$ cat src/pkg/rgc_pkg.sv
package rgc_pkg;
    // Clock and timing, times in their own unit, counts derived
    localparam int CLK_MHZ          = 40;
    localparam int MEAS_TIME_US     = 50;
    localparam int MEAS_CYC         = MEAS_TIME_US * CLK_MHZ;
    localparam int OTP_LOAD_US      = 1000;
    localparam int OTP_LOAD_CYC     = OTP_LOAD_US * CLK_MHZ;
    localparam int DELAY_STEP_US    = 500;
    localparam int DELAY_STEP_CYC   = DELAY_STEP_US * CLK_MHZ;
    localparam int WIN_US           = 10;
    localparam int WIN_CYC          = WIN_US * CLK_MHZ;

    // Load current coding: one code step per LOAD_LSB_MA
    localparam int LOAD_LSB_MA      = 20;
    localparam int PWM_ENTRY_MA     = 600;
    localparam int RESULT_W         = 9;
    localparam int RESULT_LOW_W     = 8;
    localparam int RESULT_MSB       = 8;
    localparam logic [RESULT_W-1:0] PWM_ENTRY_CODE =
        RESULT_W'(PWM_ENTRY_MA / LOAD_LSB_MA);

    // External clock acceptance window in percent of nominal
    localparam int CLK_LOW_PCT      = 70;
    localparam int CLK_HIGH_PCT     = 110;
    localparam int PCT_FULL         = 100;
    localparam int NOM_W            = 5;
    localparam int NOMINAL_MIN_MHZ  = 1;
    localparam int NOMINAL_MAX_MHZ  = 24;

    // Field widths and channel counts
    localparam int VBUCK_W          = 8;
    localparam int VLIN_W           = 5;
    localparam int DLY_W            = 4;
    localparam int SLEW_W           = 3;
    localparam int ILIM_W           = 2;
    localparam int NUM_BUCK         = 2;
    localparam int NUM_LIN          = 2;
    localparam int NUM_CH           = NUM_BUCK + NUM_LIN;
    localparam logic [DLY_W-1:0] DLY_LAST = 4'h1;

    typedef struct packed {
        logic [VBUCK_W-1:0] vcode;
        logic               fpwm;
        logic [ILIM_W-1:0]  ilim;
        logic [SLEW_W-1:0]  slew;
        logic [DLY_W-1:0]   rise;
        logic [DLY_W-1:0]   fall;
    } rgc_buck_cfg_s;

    typedef struct packed {
        logic [VLIN_W-1:0]  vcode;
        logic [DLY_W-1:0]   rise;
        logic [DLY_W-1:0]   fall;
    } rgc_lin_cfg_s;

    typedef enum logic [1:0] {
        ST_OTP_LOAD,
        ST_STANDBY,
        ST_ACTIVE
    } rgc_mode_e;
endpackage : rgc_pkg

$ cat src/pkg/rgc_chan_if.sv
`timescale 1ns/1ps
interface rgc_chan_if;
    logic                      allow;
    logic                      reg_en;
    logic                      pin_sel;
    logic                      pin_level;
    logic                      pin_edge;
    logic                      tick;
    logic [rgc_pkg::DLY_W-1:0] rise;
    logic [rgc_pkg::DLY_W-1:0] fall;
    logic                      on;

    modport ctrl (output allow, reg_en, pin_sel, pin_level, pin_edge,
                  output tick, rise, fall, input on);
    modport chan (input allow, reg_en, pin_sel, pin_level, pin_edge,
                  input tick, rise, fall, output on);
endinterface : rgc_chan_if

$ cat src/hw/rgc_top.sv
// Functional notes
// - No forced PWM: PWM at 600 mA and up, else PFM.
// - Forced PWM: fixed frequency PWM at any load.
// - Voltage, PWM, limit, slew and delays reset from OTP.
// - Measurement select write latches buck, starts measurement.
// - Measured buck forced to PWM; at most 50 us.
// - Measurement end sets done flag; mask blocks event.
// - Result bits 7..0 in first word, bit 8 in second.
// - Result is 20 mA per code; all ones is 10.22 A.
// - Dither on both bucks only with its bit set, sync off.
// - Sync off: RC, no events; sync on: follows valid clock.
// - Sync flag raises no event while masked.
// - Five bit nominal external clock, 1 to 24 MHz.
// - External clock valid within -30 to +10 percent.
// - No valid clock at OTP-to-standby or at a buck turning on in standby sets flag.
// - After OTP load enter standby; host may rewrite settings.
// - Enables act only in standby or active.
// - Pin select 0: enable bit switches regulator.
// - Enable bit and pin select 1: pin decides.
// - Pin mode: rise delay after pin rise, fall delay after fall.
// - Delays apply to pin transitions only.
// - On regulator drives its voltage code; bit 0 keeps off.
`timescale 1ns/1ps
module rgc_top #(
    parameter int OTP_LOAD_CYCLES   = rgc_pkg::OTP_LOAD_CYC,
    parameter int DELAY_STEP_CYCLES = rgc_pkg::DELAY_STEP_CYC
) (
    input  logic                      ref_clk,
    input  logic                      srst,
    input  logic                      enable_pin,
    input  logic                      sync_clock_input,
    input  rgc_pkg::rgc_buck_cfg_s [1:0] otp_buck_cfg,
    input  rgc_pkg::rgc_lin_cfg_s  [1:0] otp_lin_cfg,
    input  logic [1:0]                buck_cfg_write,
    input  rgc_pkg::rgc_buck_cfg_s [1:0] buck_cfg_data,
    input  logic [1:0]                lin_cfg_write,
    input  rgc_pkg::rgc_lin_cfg_s  [1:0] lin_cfg_data,
    input  logic [1:0]                buck_on_request,
    input  logic [1:0]                buck_pin_select,
    input  logic [1:0]                linreg_on_request,
    input  logic [1:0]                linreg_pin_select,
    input  logic                      dither_enable,
    input  logic                      sync_enable,
    input  logic [rgc_pkg::NOM_W-1:0] ext_clock_nominal,
    input  logic                      meas_select_write,
    input  logic                      meas_select_buck,
    input  logic                      meas_done_mask,
    input  logic                      meas_done_clear,
    input  logic                      sync_clock_mask,
    input  logic                      sync_clock_clear,
    input  logic [1:0][rgc_pkg::RESULT_W-1:0] buck_load_code,
    output rgc_pkg::rgc_mode_e        op_mode,
    output rgc_pkg::rgc_buck_cfg_s [1:0] buck_cfg,
    output rgc_pkg::rgc_lin_cfg_s  [1:0] lin_cfg,
    output logic [1:0]                buck_on,
    output logic [1:0]                linreg_on,
    output logic [1:0][rgc_pkg::VBUCK_W-1:0] buck_voltage_code,
    output logic [1:0][rgc_pkg::VLIN_W-1:0]  linreg_voltage_code,
    output logic [1:0]                buck_pwm,
    output logic                      dither_active,
    output logic                      ext_clock_valid,
    output logic                      ext_clock_selected,
    output logic                      meas_busy,
    output logic                      meas_buck,
    output logic [7:0]                meas_result_low,
    output logic [7:0]                meas_result_high,
    output logic                      meas_done_flag,
    output logic                      meas_done_event,
    output logic                      sync_clock_flag,
    output logic                      sync_clock_event
);
    import rgc_pkg::*;

    typedef struct packed {
        logic                             pin_s1;
        logic                             pin_s2;
        logic                             pin_prev;
        logic                             clk_s1;
        logic                             clk_s2;
        logic                             clk_prev;
        rgc_mode_e                        mode;
        logic [31:0]                      otp_cnt;
        logic [31:0]                      tick_cnt;
        logic                             tick;
        rgc_buck_cfg_s [NUM_BUCK-1:0]     bcfg;
        rgc_lin_cfg_s  [NUM_LIN-1:0]      lcfg;
        logic                             m_busy;
        logic                             m_buck;
        logic [31:0]                      m_cnt;
        logic [RESULT_W-1:0]              result;
        logic                             m_flag;
        logic                             s_flag;
        logic                             valid_prev;
        logic [NUM_BUCK-1:0][VBUCK_W-1:0] vbuck;
        logic [NUM_LIN-1:0][VLIN_W-1:0]   vlin;
        logic [NUM_BUCK-1:0]              pwm;
        logic                             dither;
        logic                             ext_sel;
    } rgc_top_state_s;

    rgc_top_state_s st;
    rgc_top_state_s next_st;

    logic                         clk_valid;
    logic                         clk_rise;
    logic                         allow;
    logic [NUM_CH-1:0]            ch_on;
    logic [NUM_CH-1:0]            ch_reg_en;
    logic [NUM_CH-1:0]            ch_pin_sel;
    logic [NUM_CH-1:0][DLY_W-1:0] ch_rise;
    logic [NUM_CH-1:0][DLY_W-1:0] ch_fall;
    logic                         m_set;
    logic                         s_set;
    logic                         buck_heavy;

    // Pins and sync clock are asynchronous; the second stage feeds logic
    assign clk_rise = st.clk_s2 && !st.clk_prev;
    assign allow    = (st.mode != ST_OTP_LOAD);

    // Channel order: bucks first, then the linear regulators
    always_comb begin
        ch_reg_en  = {linreg_on_request, buck_on_request};
        ch_pin_sel = {linreg_pin_select, buck_pin_select};
        for (int i = 0; i < NUM_BUCK; i++) begin
            ch_rise[i] = st.bcfg[i].rise;
            ch_fall[i] = st.bcfg[i].fall;
        end
        for (int i = 0; i < NUM_LIN; i++) begin
            ch_rise[NUM_BUCK+i] = st.lcfg[i].rise;
            ch_fall[NUM_BUCK+i] = st.lcfg[i].fall;
        end
    end

    // One delay sequencer per regulator, all sharing the pin and timebase
    rgc_chan_if ch_if [NUM_CH] ();

    for (genvar gi = 0; gi < NUM_CH; gi++) begin : g_ch
        assign ch_if[gi].allow     = allow;
        assign ch_if[gi].reg_en    = ch_reg_en[gi];
        assign ch_if[gi].pin_sel   = ch_pin_sel[gi];
        assign ch_if[gi].pin_level = st.pin_s2;
        assign ch_if[gi].pin_edge  = st.pin_s2 ^ st.pin_prev;
        assign ch_if[gi].tick      = st.tick;
        assign ch_if[gi].rise      = ch_rise[gi];
        assign ch_if[gi].fall      = ch_fall[gi];
        assign ch_on[gi]           = ch_if[gi].on;

        rgc_delay_chan u_chan (
            .ref_clk (ref_clk),
            .srst    (srst),
            .ch      (ch_if[gi])
        );
    end

    // Frequency window check on the synchronised clock edges
    rgc_clk_check u_clk_check (
        .ref_clk   (ref_clk),
        .srst      (srst),
        .edge_seen (clk_rise),
        .nominal   (ext_clock_nominal),
        .valid     (clk_valid)
    );

    // Flag set terms; a set in the clear cycle still lands
    always_comb begin
        m_set = st.m_busy && (st.m_cnt == 32'(MEAS_CYC - 1));
        s_set = 1'b0;
        if (sync_enable && allow && (clk_valid != st.valid_prev)) begin
            s_set = 1'b1;
        end
        if (sync_enable && !clk_valid) begin
            if ((st.mode == ST_OTP_LOAD) &&
                (st.otp_cnt == 32'(OTP_LOAD_CYCLES - 1))) begin
                s_set = 1'b1;
            end
            if ((st.mode == ST_STANDBY) && (|ch_on[NUM_BUCK-1:0])) begin
                s_set = 1'b1;
            end
        end
    end

    // Main next-state logic
    always_comb begin
        next_st = st;
        buck_heavy = 1'b0;

        // Two-stage synchronisers and edge history
        next_st.pin_s1   = enable_pin;
        next_st.pin_s2   = st.pin_s1;
        next_st.pin_prev = st.pin_s2;
        next_st.clk_s1   = sync_clock_input;
        next_st.clk_s2   = st.clk_s1;
        next_st.clk_prev = st.clk_s2;

        // Free running delay timebase, one tick per step
        next_st.tick = 1'b0;
        if (st.tick_cnt == 32'(DELAY_STEP_CYCLES - 1)) begin
            next_st.tick_cnt = '0;
            next_st.tick     = 1'b1;
        end else begin
            next_st.tick_cnt = st.tick_cnt + 32'h1;
        end

        // Operating mode sequence
        case (st.mode)
            ST_OTP_LOAD: begin
                if (st.otp_cnt == 32'(OTP_LOAD_CYCLES - 1)) begin
                    next_st.mode = ST_STANDBY;
                    next_st.bcfg = otp_buck_cfg;
                    next_st.lcfg = otp_lin_cfg;
                end else begin
                    next_st.otp_cnt = st.otp_cnt + 32'h1;
                end
            end
            ST_STANDBY: begin
                if (|ch_on) begin
                    next_st.mode = ST_ACTIVE;
                end
            end
            ST_ACTIVE: begin
                if (!(|ch_on)) begin
                    next_st.mode = ST_STANDBY;
                end
            end
            default: begin
                next_st.mode = ST_OTP_LOAD;
            end
        endcase

        // Host rewrites once out of OTP load
        if (allow) begin
            for (int i = 0; i < NUM_BUCK; i++) begin
                if (buck_cfg_write[i]) begin
                    next_st.bcfg[i] = buck_cfg_data[i];
                end
            end
            for (int i = 0; i < NUM_LIN; i++) begin
                if (lin_cfg_write[i]) begin
                    next_st.lcfg[i] = lin_cfg_data[i];
                end
            end
        end

        // Load measurement; a new select write restarts the sequence
        if (allow && meas_select_write) begin
            next_st.m_busy = 1'b1;
            next_st.m_buck = meas_select_buck;
            next_st.m_cnt  = '0;
        end else if (st.m_busy) begin
            if (m_set) begin
                next_st.m_busy = 1'b0;
                next_st.result = buck_load_code[st.m_buck];
            end else begin
                next_st.m_cnt = st.m_cnt + 32'h1;
            end
        end

        // Sticky flags, set wins over clear
        next_st.m_flag = (st.m_flag && !meas_done_clear) || m_set;
        next_st.s_flag = (st.s_flag && !sync_clock_clear) || s_set;
        next_st.valid_prev = clk_valid;

        // Regulator outputs: voltage code only while the channel is on
        for (int i = 0; i < NUM_BUCK; i++) begin
            next_st.vbuck[i] = ch_on[i] ? st.bcfg[i].vcode : '0;
            buck_heavy = (buck_load_code[i] >= PWM_ENTRY_CODE);
            next_st.pwm[i] = ch_on[i] &&
                (st.bcfg[i].fpwm || buck_heavy ||
                 (st.m_busy && (st.m_buck == i[0])));
        end
        for (int i = 0; i < NUM_LIN; i++) begin
            next_st.vlin[i] = ch_on[NUM_BUCK+i] ? st.lcfg[i].vcode : '0;
        end

        // Dither only on the RC clock; external clock taken when valid
        next_st.dither  = dither_enable && !sync_enable;
        next_st.ext_sel = sync_enable && allow && clk_valid;
    end

    // Single state register; reset loads constants only
    always_ff @(posedge ref_clk) begin
        if (srst) begin
            st <= '0;
        end else begin
            st <= next_st;
        end
    end

    // Output mapping
    assign op_mode             = st.mode;
    assign buck_cfg            = st.bcfg;
    assign lin_cfg             = st.lcfg;
    assign buck_on             = ch_on[NUM_BUCK-1:0];
    assign linreg_on           = ch_on[NUM_CH-1:NUM_BUCK];
    assign buck_voltage_code   = st.vbuck;
    assign linreg_voltage_code = st.vlin;
    assign buck_pwm            = st.pwm;
    assign dither_active       = st.dither;
    assign ext_clock_valid     = clk_valid;
    assign ext_clock_selected  = st.ext_sel;
    assign meas_busy           = st.m_busy;
    assign meas_buck           = st.m_buck;

    // Result split across two words, upper bits of the second read zero
    assign meas_result_low  = st.result[RESULT_LOW_W-1:0];
    assign meas_result_high = {7'h00, st.result[RESULT_MSB]};

    // Masks gate the events only; flags stay visible regardless
    assign meas_done_flag   = st.m_flag;
    assign meas_done_event  = st.m_flag && !meas_done_mask;
    assign sync_clock_flag  = st.s_flag;
    assign sync_clock_event = st.s_flag && !sync_clock_mask;
endmodule : rgc_top

$ cat src/hw/rgc_delay_chan.sv
`timescale 1ns/1ps
module rgc_delay_chan (
    input  logic        ref_clk,
    input  logic        srst,
    rgc_chan_if.chan    ch
);
    import rgc_pkg::*;

    typedef struct packed {
        logic             on;
        logic             busy;
        logic [DLY_W-1:0] steps;
    } rgc_dly_state_s;

    rgc_dly_state_s st;
    rgc_dly_state_s next_st;
    logic [DLY_W-1:0] code;

    // Register mode acts at once, pin mode waits on the shared timebase
    always_comb begin
        next_st = st;
        code    = ch.pin_level ? ch.rise : ch.fall;
        if (!ch.allow || !ch.reg_en) begin
            next_st = '0;
        end else if (!ch.pin_sel) begin
            next_st.on   = 1'b1;
            next_st.busy = 1'b0;
        end else if (ch.pin_edge) begin
            if (code == '0) begin
                next_st.on   = ch.pin_level;
                next_st.busy = 1'b0;
            end else begin
                next_st.busy  = 1'b1;
                next_st.steps = code;
            end
        end else if (!st.busy) begin
            next_st.on = ch.pin_level;
        end else if (ch.tick) begin
            if (st.steps == DLY_LAST) begin
                next_st.busy = 1'b0;
                next_st.on   = ch.pin_level;
            end else begin
                next_st.steps = st.steps - DLY_LAST;
            end
        end
    end

    always_ff @(posedge ref_clk) begin
        if (srst) begin
            st <= '0;
        end else begin
            st <= next_st;
        end
    end

    assign ch.on = st.on;
endmodule : rgc_delay_chan

$ cat src/hw/rgc_clk_check.sv
`timescale 1ns/1ps
module rgc_clk_check (
    input  logic                      ref_clk,
    input  logic                      srst,
    input  logic                      edge_seen,
    input  logic [rgc_pkg::NOM_W-1:0] nominal,
    output logic                      valid
);
    import rgc_pkg::*;

    typedef struct packed {
        logic [31:0] win;
        logic [9:0]  edges;
        logic        valid;
    } rgc_chk_state_s;

    rgc_chk_state_s st;
    rgc_chk_state_s next_st;
    logic [31:0] edges_pct;
    logic [31:0] lim_lo;
    logic [31:0] lim_hi;
    logic        nom_ok;

    // Edges counted over a fixed window, judged against nominal
    always_comb begin
        next_st   = st;
        edges_pct = 32'(st.edges) * 32'(PCT_FULL);
        lim_lo    = 32'(nominal) * 32'(CLK_LOW_PCT * WIN_US);
        lim_hi    = 32'(nominal) * 32'(CLK_HIGH_PCT * WIN_US);
        nom_ok    = (32'(nominal) >= 32'(NOMINAL_MIN_MHZ)) &&
                    (32'(nominal) <= 32'(NOMINAL_MAX_MHZ));
        if (edge_seen && (st.edges != '1)) begin
            next_st.edges = st.edges + 10'h001;
        end
        if (st.win == 32'(WIN_CYC - 1)) begin
            next_st.win   = '0;
            next_st.edges = '0;
            next_st.valid = nom_ok && (edges_pct >= lim_lo) &&
                            (edges_pct <= lim_hi);
        end else begin
            next_st.win = st.win + 32'h1;
        end
    end

    always_ff @(posedge ref_clk) begin
        if (srst) begin
            st <= '0;
        end else begin
            st <= next_st;
        end
    end

    assign valid = st.valid;
endmodule : rgc_clk_check

$ cat config.mk
export PLATFORM = sky130hd
export DESIGN_NAME = rgc_top
export DESIGN_NICKNAME = d
export VERILOG_FILES = /design/src/pkg/rgc_pkg.sv /design/src/pkg/rgc_chan_if.sv /design/src/hw/rgc_top.sv /design/src/hw/rgc_delay_chan.sv /design/src/hw/rgc_clk_check.sv
export SDC_FILE = /design/constraint.sdc
export NUM_CORES = 1
export LEC_CHECK = 0
export BUFFER_PORTS_ARGS = -buffer_cell sky130_fd_sc_hd__buf_4
export CAP_MARGIN = 40
export CORE_MARGIN = 1
export CORE_UTILIZATION = 23
export CTS_CLUSTER_DIAMETER = 100
export DETAILED_ROUTE_END_ITERATION = 7
export RECOVER_POWER = 25
export SLEW_MARGIN = 20
export SYNTH_ARGS = -nofsm -noshare
export SYNTH_HDL_FRONTEND = slang
export SYNTH_SLANG_ARGS = --single-unit
$ cat constraint.sdc
create_clock -name ref_clk -period 5.1 [get_ports ref_clk]
set_clock_uncertainty 0.05 [all_clocks]
set_input_delay 0.51 -clock ref_clk [delete_from_list [all_inputs] [get_ports ref_clk]]
set_output_delay 0.51 -clock ref_clk [all_outputs]
set_load 0.05 [all_outputs]
==> out/qor_table.md <==
| Result | Reported |
|---|---|
| Result of the run | complete, but fails checks |
| Failing checks | capacitance limit, slew limit |
| Crit-path cells | ha_1 > ha_1 > inv_1 > fa_1 > inv_1 > ha_1 > nand4_1 > or3_1 > and3_1 > or3_1 > ha_1 > a21oi_1 > o211ai_1 > o21ai_0 > nand4b_1 > o21ai_0 |
| Number of standard-cell rows in the floorplan | 97 |
| Netlist cell types | 67 |
| I/O pin count | 316 |
| Residual DRC | 0 |
| Routed wire length | 43720 µm |
| Slowest cell delay on critical path | 0.49 ns |
| Sum of negative setup slack | 0 ns |
| Kind of end point of the critical path | flip-flop |
| Number of buffers on the longest clock path | 3 |
| Slowest cell on the critical path | sky130_fd_sc_hd__fa_1 |
| First-pass detailed-route iteration total | 5 |
| Final Hold Viols | 0 |
| Buf/Inv on CP | 2 |
| Die Width | 269.5 µm |
| TritonCTS Buffers | 38 |
| Share of async-settable or async-resettable flops after synthesis | 0 |
| Area grow syn2layout | 21.45% |
| Sequential Area | 5725 µm² |
| Insertion delay to the later sink of the worst-skew pair | 0.54 ns |
| Leak Pwr | 7.796 nW |
| Type of the setup path with the least slack | reg2reg |
| DRT iter0 DRCs | 648 |
| Kind of start point of the critical path | flip-flop |
| DRT antenna net count | 0 |
| Core region area | 70390 µm² |
| Final setup violating endpoints | 0 |
| Vias in the first global route | 13080 |
| Routed WL per cell | 14.30 µm |
| Period Utilization, post-route | 0.8435 |
| Shortest clock period the worst path allows after layout | 4.302 ns |
| Largest voltage drop on the vdd net | 0.0001842 V |
| Unrepaired setup endpoints after global routing | no |
| Post-synth top flop | sky130_fd_sc_hd__dfxtp_1 |
| Mean cell area of the mapped netlist | 8.640 µm² |
| H-tree levels | 2 |
| Number of maximum-capacitance violations | 1 |
| IO buf count | 308 |
| HP Class | in2reg |
| Pin count of the biggest net entering global routing | 66 |
| Die area | 72630 µm² |
| TritonCTS clock tree | built |
| Number of vias after detailed routing | 13610 |
| PostCTS Resize Cnt | 0 |
| Arr. time, crit path | 4.71 ns |
| Most frequent standard cell in the layout excluding fill and tap cells | sky130_fd_sc_hd__dfxtp_1 |
| Slew @ Worst Pin | 3.375 ns |
| Most used cell along the critical path | sky130_fd_sc_hd__ha_1 |
| Share of the core filled with cells in the final layout | 0.2840 |
| Layout Cells excl Fill | 3058 |
| CTS Hold Buffers Added | 0 |
| Overall track demand over capacity in global routing | 0.1166 |
| CTS sink count | 286 |
| Power density relative to cell area | 274.7 nW/µm² |
| Area of the mapped netlist | 16460 µm² |
| Crit-path max FO | 7 |
| Number of warnings issued by yosys | 0 |
| Placer congestion estimate | 0.8263 |
| Number of nets in the final layout | 2409 |
| Number of antenna violations at the first check in global routing | 0 |
| Area taken by multi-input logic gates | 9249 µm² |
| Count of fill cells added during filler insertion | 7611 |
| Post-placement cell count | 2989 |
| Sequential share of the synthesized area | 0.3479 |
| Final number of max-transition violations | 62 |
| Remaining max-slew budget at the tightest pin | -1.250 |
| Most frequent cells in the layout | 286 x sky130_fd_sc_hd__dfxtp_1, 263 x sky130_fd_sc_hd__nor2_1, 256 x sky130_fd_sc_hd__buf_4, 117 x sky130_fd_sc_hd__ha_1, 91 x sky130_fd_sc_hd__nand2_1 |
| Global route overflow | 0 |
| First-pass GRT wire length | 69610 µm |
| Post-DP HPWL | 32430 µm |
| CP required | 5.51 ns |
| Height of the die | 269.5 µm |
| Achievable frequency | 0.2325 GHz |
| Initial core utilization | 0.2338 |
| Kind of cell with the highest combined delay on the critical path | adder cells |
| Share of layout cells above drive strength 1 | 0.1657 |
| Final antenna diode count | 0 |
| Number of enable-type register cells in the synthesized netlist | 0 |
| Detail-routed via count per cell | 4.452 |
| Post-CTS clock slew at the launch and capture registers of the worst setup and hold paths | 0.05 ns |
| Number of buffers inserted to repair setup after CTS | 0 |
| Post-Syn Instances | 1905 |
| Number of storage elements in the synthesis netlist | 286 |
| Master cell of the clock root buffer | sky130_fd_sc_hd__clkbuf_16 |
## cells in the mapped netlist, drive strengths merged (46+ instances only)
master / number / share of area
a211oi: 84 / 0.038
a21oi: 67 / 0.020
buf: 141 / 0.062
clkbuf: 46 / 0.011
dfxtp: 286 / 0.35
ha: 117 / 0.089
inv: 86 / 0.020
mux2i: 88 / 0.054
nand2: 92 / 0.021
nand3: 73 / 0.023
nor2: 264 / 0.060
o21ai: 63 / 0.019
xnor2: 74 / 0.039
xor2: 64 / 0.034
## final timing paths
kind,startpoint,end,slack (ns),cells after the start
hold reg to reg,next_st[214],next_st[213],0.40,1
hold / removal,sync_clock_input,next_st[214],0.15,2
setup / recovery,u_clk_check.st[6],u_clk_check.valid,0.80,16
setup reg to reg,u_clk_check.st[6],u_clk_check.valid,0.80,16
## per-stage QoR
stage	area (µm²)	hold WS [ns]	power [W]	setup slack, ns
floorplan	16480	0.3638	0.002642	0.8846
finish	19990	0.1455	0.005490	0.7982
detailed placement	18950	0.4032	0.002857	0.3671
CTS	20200	0.1195	0.005594	0.7647
global route	19990	0.1373	0.005756	0.3458
global placement	18880	0.3828	0.002848	0.4335
## flip-flops by register name (all words and copies together) (netlist names), 4 cells and up
register / count
buck_cfg: 28
buck_voltage_code: 16
ch_if.fall: 16
ch_if.rise: 16
g_ch.u_chan.ch.on: 4
g_ch.u_chan.st: 20
lin_cfg: 10
linreg_voltage_code: 10
meas_result_low: 8
st: 99
u_clk_check.st: 42
## report_power, final
group          total, W  switching [W]  internal, W
clock           0.00268        0.00105      0.00163
sequential      0.00225     0.00000794      0.00224
combinational  0.000556       0.000291     0.000265
## per-layer routing
layer | global-route usage | routed length, µm | share of wire
met5 | 0 | 0 | 0
met4 | 0.04142 | 1276 | 0.029
met3 | 0.02342 | 2287 | 0.052
met2 | 0.1919 | 19730 | 0.45
met1 | 0.1503 | 20420 | 0.47
## logic make-up after synthesis
| group | after synthesis | synth area share |
|---|---|---|
| buffers and inverters | 273 | 0.09222 |
| muxes | 97 | 0.05968 |
| AOI/OAI and AO/OA | 281 | 0.1124 |
| other | 1 | 0.0002278 |
| DFF | 286 | 0.3479 |
| and+or+nand+nor | 699 | 0.2094 |
| xor gates and xnor gates | 138 | 0.07344 |
| adders and majority gates | 130 | 0.1048 |
## area by class of cell
| type | count | share of cell area |
|---|---|---|
| clock inverters | 16 | 0.009515 |
| clock buffers | 50 | 0.05340 |
| well taps | 940 | 0.05884 |
| flip-flops and latches | 286 | 0.2864 |
| multi-input cells | 1352 | 0.4627 |
| repair buffers | 328 | 0.1129 |
| inverters | 86 | 0.01615 |
(Power assumes the default switching activity.)
